==> src/design/bbx_pkg.sv <==
// Purpose: constants and types for the branch / bit-set / bit-test execute block
// Assumes: one clk edge per phase, four phases per instruction cycle
// Notes:   decoder and core both import this package
//
// Notes on behaviour
// - relative jump op: top 11010, 11-bit signed offset
// - jump target is incremented pc plus 2n
// - jump: pc written in phase four, then nop
// - bit force one sets one bit only
// - bit force one op: top nibble 1000
// - flag 0 access bank, 1 bank choice reg
// - flag 0, extended set, f<=5f: indexed offset
// - test skip on tested bit matching condition
// - skip discards prefetch, runs nop instead
`default_nettype none

package bbx_pkg;

  // ==========================================================
  // clocking
  // ==========================================================
  localparam int CLK_PERIOD_NS   = 100;
  localparam int PHASES_PER_CYC  = 4;
  localparam int INSTR_CYC_NS    = CLK_PERIOD_NS * PHASES_PER_CYC;

  // ==========================================================
  // instruction fields
  // ==========================================================
  localparam int INSTR_W     = 16;
  localparam int NIB_HI      = 15;
  localparam int NIB_LO      = 12;
  localparam int JMP_TOP_LO  = 11;
  localparam int OFS_HI      = 10;
  localparam int OFS_W       = 11;
  localparam int BIT_HI      = 11;
  localparam int BIT_LO      = 9;
  localparam int ACC_POS     = 8;
  localparam int FILE_HI     = 7;
  localparam int FILE_W      = 8;
  localparam int ADDR_W      = 12;
  localparam int BANK_W      = 4;
  localparam int PC_W        = 21;

  localparam logic [4:0] JMP_TOP5       = 5'h1a;
  localparam logic [3:0] FORCE_ONE_NIB  = 4'h8;
  localparam logic [3:0] SKIP_ZERO_NIB  = 4'hb;
  localparam logic [3:0] SKIP_ONE_NIB   = 4'ha;

  // ==========================================================
  // addressing
  // ==========================================================
  localparam logic [7:0] IDX_LIMIT      = 8'h5f;
  localparam logic [7:0] ACC_SPLIT      = 8'h80;
  localparam logic [3:0] ACC_LOW_BANK   = 4'h0;
  localparam logic [3:0] ACC_HIGH_BANK  = 4'hf;

  // ==========================================================
  // reset values
  // ==========================================================
  localparam logic [15:0] INSTR_RST = 16'h0000;
  localparam logic [11:0] ADDR_RST  = 12'h000;
  localparam logic [7:0]  DATA_RST  = 8'h00;
  localparam logic [20:0] PC_RST    = 21'h000000;

  // ==========================================================
  // types
  // ==========================================================
  typedef enum logic [1:0] {
    PH_Q1 = 2'h0,
    PH_Q2 = 2'h1,
    PH_Q3 = 2'h3,
    PH_Q4 = 2'h2
  } bbx_phase_e;

  typedef enum logic [0:0] {
    CY_EXEC  = 1'h0,
    CY_FLUSH = 1'h1
  } bbx_cycle_e;

  // ==========================================================
  // effective data address
  // ==========================================================
  function automatic logic [11:0] bbx_eff_addr(
    input logic       bankFlag,
    input logic [7:0] fileAddr,
    input logic       extSet,
    input logic [3:0] bankSel,
    input logic [11:0] idxBase
  );
    logic [11:0] ea;
    ea = {bankSel, fileAddr};
    if (!bankFlag) begin
      if (extSet && (fileAddr <= IDX_LIMIT)) begin
        ea = idxBase + {4'h0, fileAddr};
      end else if (fileAddr < ACC_SPLIT) begin
        ea = {ACC_LOW_BANK, fileAddr};
      end else begin
        ea = {ACC_HIGH_BANK, fileAddr};
      end
    end
    return ea;
  endfunction

endpackage

`default_nettype wire

==> src/design/bbx_dec_if.sv <==
// Purpose: carrier between instruction decoder and execute core
// Assumes: same clock domain on both sides
// Notes:   purely combinational signals
`default_nettype none

interface bbx_dec_if;
  logic [15:0] instr;
  logic        isJump;
  logic        isForceOne;
  logic        isSkipZero;
  logic        isSkipOne;
  logic [2:0]  bitSel;
  logic        bankFlag;
  logic [7:0]  fileAddr;
  logic [10:0] jumpOfs;

  modport dec (
    input  instr,
    output isJump, isForceOne, isSkipZero, isSkipOne, bitSel, bankFlag, fileAddr, jumpOfs
  );
  modport core (
    output instr,
    input  isJump, isForceOne, isSkipZero, isSkipOne, bitSel, bankFlag, fileAddr, jumpOfs
  );
endinterface

`default_nettype wire

==> src/design/bbx_decode.sv <==
// Purpose: field split and opcode match for the three handled instructions
// Assumes: instr holds the word latched in phase one
// Notes:   other opcodes match nothing and execute as no-ops here
`default_nettype none

module bbx_decode
  import bbx_pkg::*;
(
  bbx_dec_if.dec d
);

  // ==========================================================
  // opcode match
  // ==========================================================
  wire [3:0] topNib = d.instr[NIB_HI:NIB_LO];
  wire [4:0] top5   = d.instr[NIB_HI:JMP_TOP_LO];

  assign d.isJump     = (top5 == JMP_TOP5);
  assign d.isForceOne = (topNib == FORCE_ONE_NIB);
  assign d.isSkipZero = (topNib == SKIP_ZERO_NIB);
  assign d.isSkipOne  = (topNib == SKIP_ONE_NIB);

  // ==========================================================
  // fields
  // ==========================================================
  assign d.bitSel   = d.instr[BIT_HI:BIT_LO];
  assign d.bankFlag = d.instr[ACC_POS];
  assign d.fileAddr = d.instr[FILE_HI:0];
  assign d.jumpOfs  = d.instr[OFS_HI:0];

endmodule

`default_nettype wire

==> src/design/bbx_exec.sv <==
// Purpose: four-phase execute of relative jump, bit force one and bit test skip
// Assumes: fetch presents the next word in phase four; register file reads combinationally
// Notes:   status flags are never written by this block
`default_nettype none

module bbx_exec
  import bbx_pkg::*;
(
  input  wire logic        clk,
  input  wire logic        srst,
  input  wire logic [15:0] instrWord,
  input  wire logic        instrValid,
  input  wire logic [20:0] pcIncr,
  input  wire logic        extSetEn,
  input  wire logic [3:0]  bankChoiceReg,
  input  wire logic [11:0] idxBase,
  input  wire logic [7:0]  rdData,
  output logic [1:0]       qPhase,
  output logic             cycleStart,
  output logic             rdEn,
  output logic [11:0]      rdAddr,
  output logic             wrEn,
  output logic [11:0]      wrAddr,
  output logic [7:0]       wrData,
  output logic             pcLoad,
  output logic [20:0]      pcNext,
  output logic             flushPrefetch,
  output logic             skipTaken
);

  // ==========================================================
  // state
  // ==========================================================
  bbx_phase_e  phase_r;
  bbx_phase_e  phase_nxt;
  bbx_cycle_e  cyc_r;
  bbx_cycle_e  cyc_nxt;
  logic [15:0] instr_r;
  logic        live_r;
  logic [11:0] ea_r;
  logic [7:0]  data_r;
  logic        rdEn_r;
  logic        wrEn_r;
  logic [7:0]  wrData_r;
  logic        pcLoad_r;
  logic [20:0] pcNext_r;
  logic        skip_r;

  // ==========================================================
  // decoder
  // ==========================================================
  bbx_dec_if decBus ();

  assign decBus.instr = instr_r;

  bbx_decode u_decode (
    .d (decBus)
  );

  // ==========================================================
  // phase sequencing
  // ==========================================================
  always_comb begin
    case (phase_r)
      PH_Q1:   phase_nxt = PH_Q2;
      PH_Q2:   phase_nxt = PH_Q3;
      PH_Q3:   phase_nxt = PH_Q4;
      PH_Q4:   phase_nxt = PH_Q1;
      default: phase_nxt = PH_Q1;
    endcase
  end

  always_ff @(posedge clk) begin
    if (srst) begin
      phase_r <= PH_Q1;
    end else begin
      phase_r <= phase_nxt;
    end
  end

  // ==========================================================
  // qualified decode
  // ==========================================================
  wire inQ1     = (phase_r == PH_Q1);
  wire inQ2     = (phase_r == PH_Q2);
  wire inQ3     = (phase_r == PH_Q3);
  wire inQ4     = (phase_r == PH_Q4);
  wire doJump   = live_r && decBus.isJump;
  wire doForce  = live_r && decBus.isForceOne;
  wire doTest   = live_r && (decBus.isSkipZero || decBus.isSkipOne);
  wire needRead = doForce || doTest;

  // ==========================================================
  // effective address and arithmetic
  // ==========================================================
  wire [11:0] eaNow = bbx_eff_addr(decBus.bankFlag, decBus.fileAddr, extSetEn,
                                   bankChoiceReg, idxBase);

  // signed offset doubled and widened to pc width
  wire [20:0] ofsTwice = {{(PC_W - OFS_W - 1){decBus.jumpOfs[OFS_HI]}},
                          decBus.jumpOfs, 1'b0};
  wire [20:0] jumpTarget = pcIncr + ofsTwice;

  wire [7:0] bitMask   = 8'h01 << decBus.bitSel;
  wire [7:0] forced    = data_r | bitMask;
  wire       testedBit = |(data_r & bitMask);
  wire       skipHit   = (decBus.isSkipZero && !testedBit) ||
                         (decBus.isSkipOne && testedBit);

  // ==========================================================
  // cycle kind: normal execute or flushed no-op
  // ==========================================================
  always_comb begin
    cyc_nxt = cyc_r;
    if (inQ4) begin
      case (cyc_r)
        CY_EXEC: begin
          if (doJump || (doTest && skipHit)) begin
            cyc_nxt = CY_FLUSH;
          end else begin
            cyc_nxt = CY_EXEC;
          end
        end
        CY_FLUSH: cyc_nxt = CY_EXEC;
        default:  cyc_nxt = CY_EXEC;
      endcase
    end
  end

  always_ff @(posedge clk) begin
    if (srst) begin
      cyc_r <= CY_EXEC;
    end else begin
      cyc_r <= cyc_nxt;
    end
  end

  // ==========================================================
  // phase one: capture the word, or a no-op when flushing
  // ==========================================================
  always_ff @(posedge clk) begin
    if (srst) begin
      instr_r <= INSTR_RST;
      live_r  <= 1'b0;
    end else if (inQ4) begin
      instr_r <= instrWord;
      live_r  <= instrValid && (cyc_nxt == CY_EXEC);
    end
  end

  // ==========================================================
  // phase two: read register f
  // ==========================================================
  always_ff @(posedge clk) begin
    if (srst) begin
      rdEn_r <= 1'b0;
      ea_r   <= ADDR_RST;
    end else begin
      rdEn_r <= inQ1 && needRead;
      if (inQ1) begin
        ea_r <= eaNow;
      end
    end
  end

  always_ff @(posedge clk) begin
    if (srst) begin
      data_r <= DATA_RST;
    end else if (inQ2 && needRead) begin
      data_r <= rdData;
    end
  end

  // ==========================================================
  // phase three: process, phase four: write back
  // ==========================================================
  always_ff @(posedge clk) begin
    if (srst) begin
      wrEn_r   <= 1'b0;
      wrData_r <= DATA_RST;
    end else begin
      wrEn_r <= inQ3 && doForce;
      if (inQ3 && doForce) begin
        wrData_r <= forced;
      end
    end
  end

  // ==========================================================
  // jump: write pc in phase four
  // ==========================================================
  always_ff @(posedge clk) begin
    if (srst) begin
      pcLoad_r <= 1'b0;
      pcNext_r <= PC_RST;
    end else begin
      pcLoad_r <= inQ3 && doJump;
      if (inQ3 && doJump) begin
        pcNext_r <= jumpTarget;
      end
    end
  end

  // ==========================================================
  // skip decision, shown during phase four
  // ==========================================================
  always_ff @(posedge clk) begin
    if (srst) begin
      skip_r <= 1'b0;
    end else begin
      skip_r <= inQ3 && doTest && skipHit;
    end
  end

  // ==========================================================
  // outputs
  // ==========================================================
  assign qPhase        = phase_r;
  assign cycleStart    = inQ1;
  assign rdEn          = rdEn_r;
  assign rdAddr        = ea_r;
  assign wrEn          = wrEn_r;
  assign wrAddr        = ea_r;
  assign wrData        = wrData_r;
  assign pcLoad        = pcLoad_r;
  assign pcNext        = pcNext_r;
  assign flushPrefetch = (cyc_r == CY_FLUSH);
  assign skipTaken     = skip_r;

endmodule

`default_nettype wire

==> config.mk <==
export PLATFORM = sky130hd
export DESIGN_NAME = bbx_exec
export DESIGN_NICKNAME = d
export VERILOG_FILES = /design/src/design/bbx_pkg.sv /design/src/design/bbx_dec_if.sv /design/src/design/bbx_decode.sv /design/src/design/bbx_exec.sv
export SDC_FILE = /design/constraint.sdc
export NUM_CORES = 1
export LEC_CHECK = 0
export BUFFER_PORTS_ARGS = -buffer_cell sky130_fd_sc_hd__buf_4
export CORE_MARGIN = 2
export CORE_UTILIZATION = 26
export DETAILED_ROUTE_END_ITERATION = 8
export GPL_TIMING_DRIVEN = 0
export SLEW_MARGIN = 20
export SYNTH_ARGS = -nofsm -noshare
export SYNTH_HDL_FRONTEND = slang
export SYNTH_HIERARCHICAL = 1
export SYNTH_SLANG_ARGS = --single-unit
==> constraint.sdc <==
create_clock -name clk -period 2.65 [get_ports clk]
set_input_delay 0.265 -clock clk [delete_from_list [all_inputs] [get_ports clk]]
set_output_delay 0.265 -clock clk [all_outputs]
set_load 0.02 [all_outputs]
==> results.yml, run 1 <==
placement:
  dp.cells: 922
  hpwlAfterDp_microns: 11100
  place.gp.congestion: 0.835
  port_buffers: 125
  dp_slack_ns: 0.145
clock_network:
  cts_tree: "yes"
  cts_buffers: 9
  clk_path_buf_depth: 2
  h-tree-depth: 3
  numClockSinks: 73
  clkSlewWorstSetupHoldPaths_ns: 0.06
  cts_root_buf: "clkbuf_16"
  hold_buffers: 0
  clk_latency_ns: 0.34
timing:
  setup_violations: 0
  setup_slack_ns: 0.147
  maxSlewHeadroom_pct: 42.3
  setup_tns_ns: 0
  finalHoldViolations: 0
  rsz0062_at_grt: "false"
  fmax_mhz: 400
  worst_slew_pin_slew_ns: 0.861
  skew_ns: 0.0156
  hold_ws_ns: 0.163
  period_needed_ns: 2.50
  final_max_slew_viol_count: 0
  fin_crit_sh_pct: 94.4
power_and_ir_drop:
  peakVddDrop_uv: 279
  p_leak_nw: 2.65
  p_per_area_nw_per_um2: 485
  p_total_mw: 2.96
routing:
  num_vias: 4402
  wl_per_cell_microns: 14.8
  wirelength_microns: 13900
  first_pass_iters: 4
  initialDrtViolationCount: 189
  avgViaCountPerCell: 4.69
  drc_errors: 0
  ant_nets: 0
finish:
  syn_to_final_growth_pct: 33.5
  diodes: 0
  layoutNonFillerInstCount: 938
  fillers: 1848
  nNetsFinal: 802
  drive_gt1_share_pct: 27.6
job:
  maxCapViolations: 0
global_route:
  grt.met2_usage_pct: 24.5
  grt_max_degree: 14
  track_usage_pct: 14.9
  antenna_found_initial: 0
  use_met3_pct: 3.26
  grt_pass1_vias: 4161
  use_met1_pct: 20.1
  grt_remaining_overflow: 0
  top_usage_layer: "met2"
  grt_pass1_wl_microns: 21400
floorplanning:
  die_h_microns: 137
  start_util_pct: 26.5
  num_rows: 48
  io_pins: 126
  core_area_sq_um: 17200
  die_w_microns: 137
  die_area_sq_um: 18600
synthesis:
  synth_cell_types: 60
  synth-edff-count: 0
  syn_nets: 666
  syn_inst: 572
  synth_top_area_share_pct: 32.0
  synth.area.top_cells: "dfxtp_1 (32%), ha_1 (7.4%), nand2_1 (6.5%)"
  synth-seq-cells: 73
  syn_area_sq_um: 4570
  synth_area_leader_cell: "dfxtp_1"
  yosysSeqAreaShare_pct: 32.0
  syn_avg_cell_area_sq_um: 7.98
  ys_async_sr_fraction_pct: 0
  synth_common_cells: "nand2_1 (79), dfxtp_1 (73), a21oi_1 (53)"
  ys.flop_type: "dfxtp_1"
  yosysMostFrequentCell: "nand2_1"
  yosys_warnings: 6
min_path:
  holdCritStartpoint: "rdData[2]"
  whs_path_depth: 3
  hold-path-endpoint: "data_r[2]$_SDFFE_PP0P_"
  hold_class: "in -> reg"
worst_setup_path:
  end_kind: "flop"
  ff2ff_setup_slack_ns: 0.15
  slowest_delay_ns: 0.43
  rr_startpoint: "decBus.instr[0]$_SDFFE_PP0N_"
  reg2reg_to: "pcNext[15]$_SDFFE_PP0P_"
  crit_chain: "buf_4 > ha_1 > fa_1 > a21o_1 > a311o_1 > a21oi_4 > o31ai_2 > mux2i_1 > a31o_2"
  crit_start: "decBus.instr[0]$_SDFFE_PP0N_"
  cp_data_arrival_time_ns: 2.72
  r2r_cells: 9
  crit_path_max_fanout: 4
  crit_path_start_kind: "flop"
  critical_path_class: "reg -> reg"
  cp_slowest_cell: "a311o_1"
  required_ns: 2.87
status:
  outcome: "finished, final reports clean"
==> power breakdown <==
group	internal, mW	leakage, nW	switching (mW)
Clock	0.760	0.142	0.480
Combinational	0.258	1.92	0.301
Sequential	1.13	0.592	0.0281
Total	2.15	2.65	0.809
==> worst max-delay path by stage <==
stage | slack [ns] | to | cells past startpoint
2_1_floorplan | 0.36 | pcNext[15]$_SDFFE_PP0P_ | 9
3_3_place_gp | 0.14 | pcNext[15]$_SDFFE_PP0P_ | 9
3_5_place_dp | 0.15 | pcNext[15]$_SDFFE_PP0P_ | 9
4_1_cts | 0.13 | pcNext[15]$_SDFFE_PP0P_ | 9
5_1_grt | 0.02 | pcNext[13]$_SDFFE_PP0P_ | 9
6_report | 0.15 | pcNext[15]$_SDFFE_PP0P_ | 9
==> metal layers <==
layer  vias to the layer above  share of wire (%)
met3                         2                6.5
li1                       2265                  -
met1                      2020                 46
met2                       115                 47
met4                         0               0.28
met5                         -                  0
==> layout make-up <==
| type | count | area [sq um] | area share (%) |
|---|---|---|---|
| plain buffers | 66 | 395 | 6.49 |
| clock buffers | 11 | 243 | 3.98 |
| clock inverters | 5 | 62.6 | 1.03 |
| inverters | 15 | 56.3 | 0.924 |
| multi-input cells | 418 | 2660 | 43.6 |
| flip-flops and latches | 73 | 1460 | 24.0 |
| well taps | 225 | 282 | 4.62 |
| repair buffers | 125 | 938 | 15.4 |
==> state kept, by name, indices dropped and copies added (netlist names) <==
signal / flops
pcNext: 21
decBus.instr: 16
rdAddr: 12
data_r: 8
wrData: 8
qPhase: 2
flushPrefetch: 1
live_r: 1
pcLoad: 1
rdEn: 1
skipTaken: 1
wrEn: 1
==> cells by family after synthesis <==
logic type                 Yosys count  share of synthesized area (%)
AOI/OAI and AO/OA                  150                           21.0
xor gates and xnor gates            15                           2.88
adders and majority gates           29                           8.28
buffers and inverters               81                           9.89
DFF                                 73                           32.0
muxes                               21                           4.88
and+or+nand+nor                    203                           21.0
==> placed cells by master, fill, tap and decap left out, types with 15 or more instances in the layout <==
master / n
ha_1: 27
buf_4: 160
inv_1: 15
nand3_1: 16
nor2_1: 48
a21o_1: 15
a21oi_1: 53
a211oi_1: 19
mux2i_1: 20
dfxtp_1: 73
o21ai_0: 23
nand2_1: 79
clkbuf_1: 24
==> worst max-delay path: cells and delay by family (launching register included) <==
kind | cells | cell delay (ns)
AOI/OAI and AO/OA | 5 | 1.18
adders and majority gates | 2 | 0.61
DFF | 1 | 0.33
buffers and inverters | 1 | 0.14
muxes | 1 | 0.12
==> timing repair <==
action	CTS	global route
gates resized for setup	0	1
setup endpoints to repair	0	1
buffers inserted	0	0
==> stage by stage <==
| step | util [%] | area (sq um) |
|---|---|---|
| floorplan | - | 4570 |
| global placement | 33.6 | 5790 |
| detailed placement | 33.6 | 5790 |
| CTS | 35.3 | 6090 |
| global route | 35.4 | 6090 |
| finish | 35.4 | 6090 |
No activity file was read; power rests on OpenSTA's default activity.
==> run 2: changes to the inputs <==
--- a/config.mk
+++ b/config.mk
@@ -5,11 +5,16 @@
 export SDC_FILE = /design/constraint.sdc
 export NUM_CORES = 1
 export LEC_CHECK = 0
+export ABC_CLOCK_PERIOD_IN_PS = 2650
 export BUFFER_PORTS_ARGS = -buffer_cell sky130_fd_sc_hd__buf_4
+export CELL_PAD_IN_SITES_DETAIL_PLACEMENT = 0
+export CELL_PAD_IN_SITES_GLOBAL_PLACEMENT = 1
 export CORE_MARGIN = 2
 export CORE_UTILIZATION = 26
 export DETAILED_ROUTE_END_ITERATION = 8
 export GPL_TIMING_DRIVEN = 0
+export PLACE_DENSITY_LB_ADDON = 0.1
+export REMOVE_ABC_BUFFERS = 1
 export SLEW_MARGIN = 20
 export SYNTH_ARGS = -nofsm -noshare
 export SYNTH_HDL_FRONTEND = slang
==> run 2 against run 1 <==
Compared with the run above: clock power is 6% higher; critical path type unchanged; cell count is 7.0% lower; total power grew 0.27%; combinational power decreased by 13%; die area unchanged; global-route usage about the same; largest cell class unchanged.
==> results.yml, run 2 (same netlist as run 1, synthesis figures left out) <==
status:
  outcome: "finished, final reports clean"
clock_network:
  cts_tree: "yes"
  numClockSinks: 73
  clk_path_buf_depth: 2
  clkSlewWorstSetupHoldPaths_ns: 0.07
  cts_buffers: 9
  hold_buffers: 0
  cts_root_buf: "clkbuf_16"
  h-tree-depth: 3
  clk_latency_ns: 0.35
routing:
  ant_nets: 0
  wl_met1_microns: 6540
  first_pass_iters: 4
  initialDrtViolationCount: 249
  wirelength_microns: 13500
  wl_per_cell_microns: 15.5
  num_vias: 4188
  routed-wl-met2_microns: 6180
  wl_met3_microns: 607
  maxUsedRoutingLayer: "met4"
  drc_errors: 0
  avgViaCountPerCell: 4.80
floorplanning:
  die_area_sq_um: 18600
  core_area_sq_um: 17200
  num_rows: 48
  start_util_pct: 26.5
  die_h_microns: 137
  io_pins: 126
  die_w_microns: 137
power_and_ir_drop:
  peakVddDrop_uv: 301
  p_total_mw: 2.96
  p_per_area_nw_per_um2: 520
  p_leak_nw: 2.41
finish:
  final_cell_mix: "buf_4 (125), nand2_1 (79), dfxtp_1 (72)"
  multi_input_area_sq_um: 2660
  final_common_cell: "buf_4"
  drive_gt1_share_pct: 24.1
  fin_area_sq_um: 5700
  fillers: 1844
  diodes: 0
  nNetsFinal: 736
  layout.area.seq_sq_um: 1460
  syn_to_final_growth_pct: 24.9
  largest_reg_flops: 21
timing:
  period_needed_ns: 2.47
  fin_crit_sh_pct: 93.3
  setup_tns_ns: 0
  skew_ns: 0.00668
  rsz0062_at_grt: "false"
  fmax_mhz: 404
  finalHoldViolations: 0
  worst_slew_pin_slew_ns: 0.894
  maxSlewHeadroom_pct: 40.1
  final_max_slew_viol_count: 0
  setup_violations: 0
worst_setup_path:
  end_kind: "flop"
  ff2ff_setup_slack_ns: 0.18
  crit_path_max_fanout: 11
  cp_data_arrival_time_ns: 2.72
  critical_path_class: "reg -> reg"
  required_ns: 2.89
  crit_path_start_kind: "flop"
global_route:
  track_usage_pct: 14.9
  grt_pass1_wl_microns: 21200
  grt_max_degree: 66
  antenna_found_initial: 0
  grt_pass1_vias: 4028
  grt_remaining_overflow: 0
placement:
  hpwlAfterDp_microns: 9900
  placed_cell_area_sq_um: 5390
  place.gp.congestion: 0.786
  port_buffers: 125
min_path:
  hold_class: "in -> reg"
job:
  maxCapViolations: 0
-- run 2: cell type report --
type | count | area share [%]
Clock inverter | 7 | 1.47
Sequential cell | 73 | 25.6
Multi-Input combinational cell | 418 | 46.6
Tap cell | 225 | 4.94
Inverter | 15 | 0.987
Timing Repair Buffer | 125 | 16.5
Clock buffer | 9 | 3.95
-- run 2: report_power, final --
group / leakage (nW) / internal (mW) / switching (mW)
clock network: 0.149 / 0.748 / 0.560
logic: 1.66 / 0.219 / 0.271
registers: 0.593 / 1.13 / 0.0391
-- run 2: timing repair --
| action | in CTS | in global routing |
|---|---|---|
| resized for setup | 1 | 0 |
| setup endpoints to repair | 1 | 0 |
| setup buffers | 0 | 0 |
-- run 2: path summary, 6_finish.rpt --
check / startpoint / end / cells after the start
max: decBus.instr[8]$_SDFFE_PP0N_ / pcNext[16]$_SDFFE_PP0P_ / 7
min: rdData[6] / data_r[6]$_SDFFE_PP0P_ / 3
max reg2reg: decBus.instr[8]$_SDFFE_PP0N_ / pcNext[16]$_SDFFE_PP0P_ / 7
min reg2reg: pcNext[0]$_SDFFE_PP0P_ / pcNext[0]$_SDFFE_PP0P_ / 2
-- run 2: through the flow --
stage                     cells  util (%)  hold WS [ns]  setup WS [ns]
final                       872      33.1         0.151          0.177
after global routing        872      33.1         0.144         0.0118
after CTS                   872      33.1         0.141          0.161
after detailed placement    856      31.3         0.447         -0.116
after global placement      856      31.3         0.444        -0.0303
after floorplan             506         -         0.332          0.453
-- run 2: layer usage --
layer	GRT usage, %	vias to the layer above
li1	-	2148
met1	19.9	1936
met2	23.4	92
met3	3.19	12
met4	5.84	0
met5	0	-
-- run 2: critical path, stage by stage, from the launching register on --
cell and delay, ns:
dfxtp_1 0.57, ha_1 0.37, a21oi_1 0.25, o22ai_1 0.19, nor2_1 0.26, a21oi_1 0.12, or3_1 0.36, a32o_1 0.25
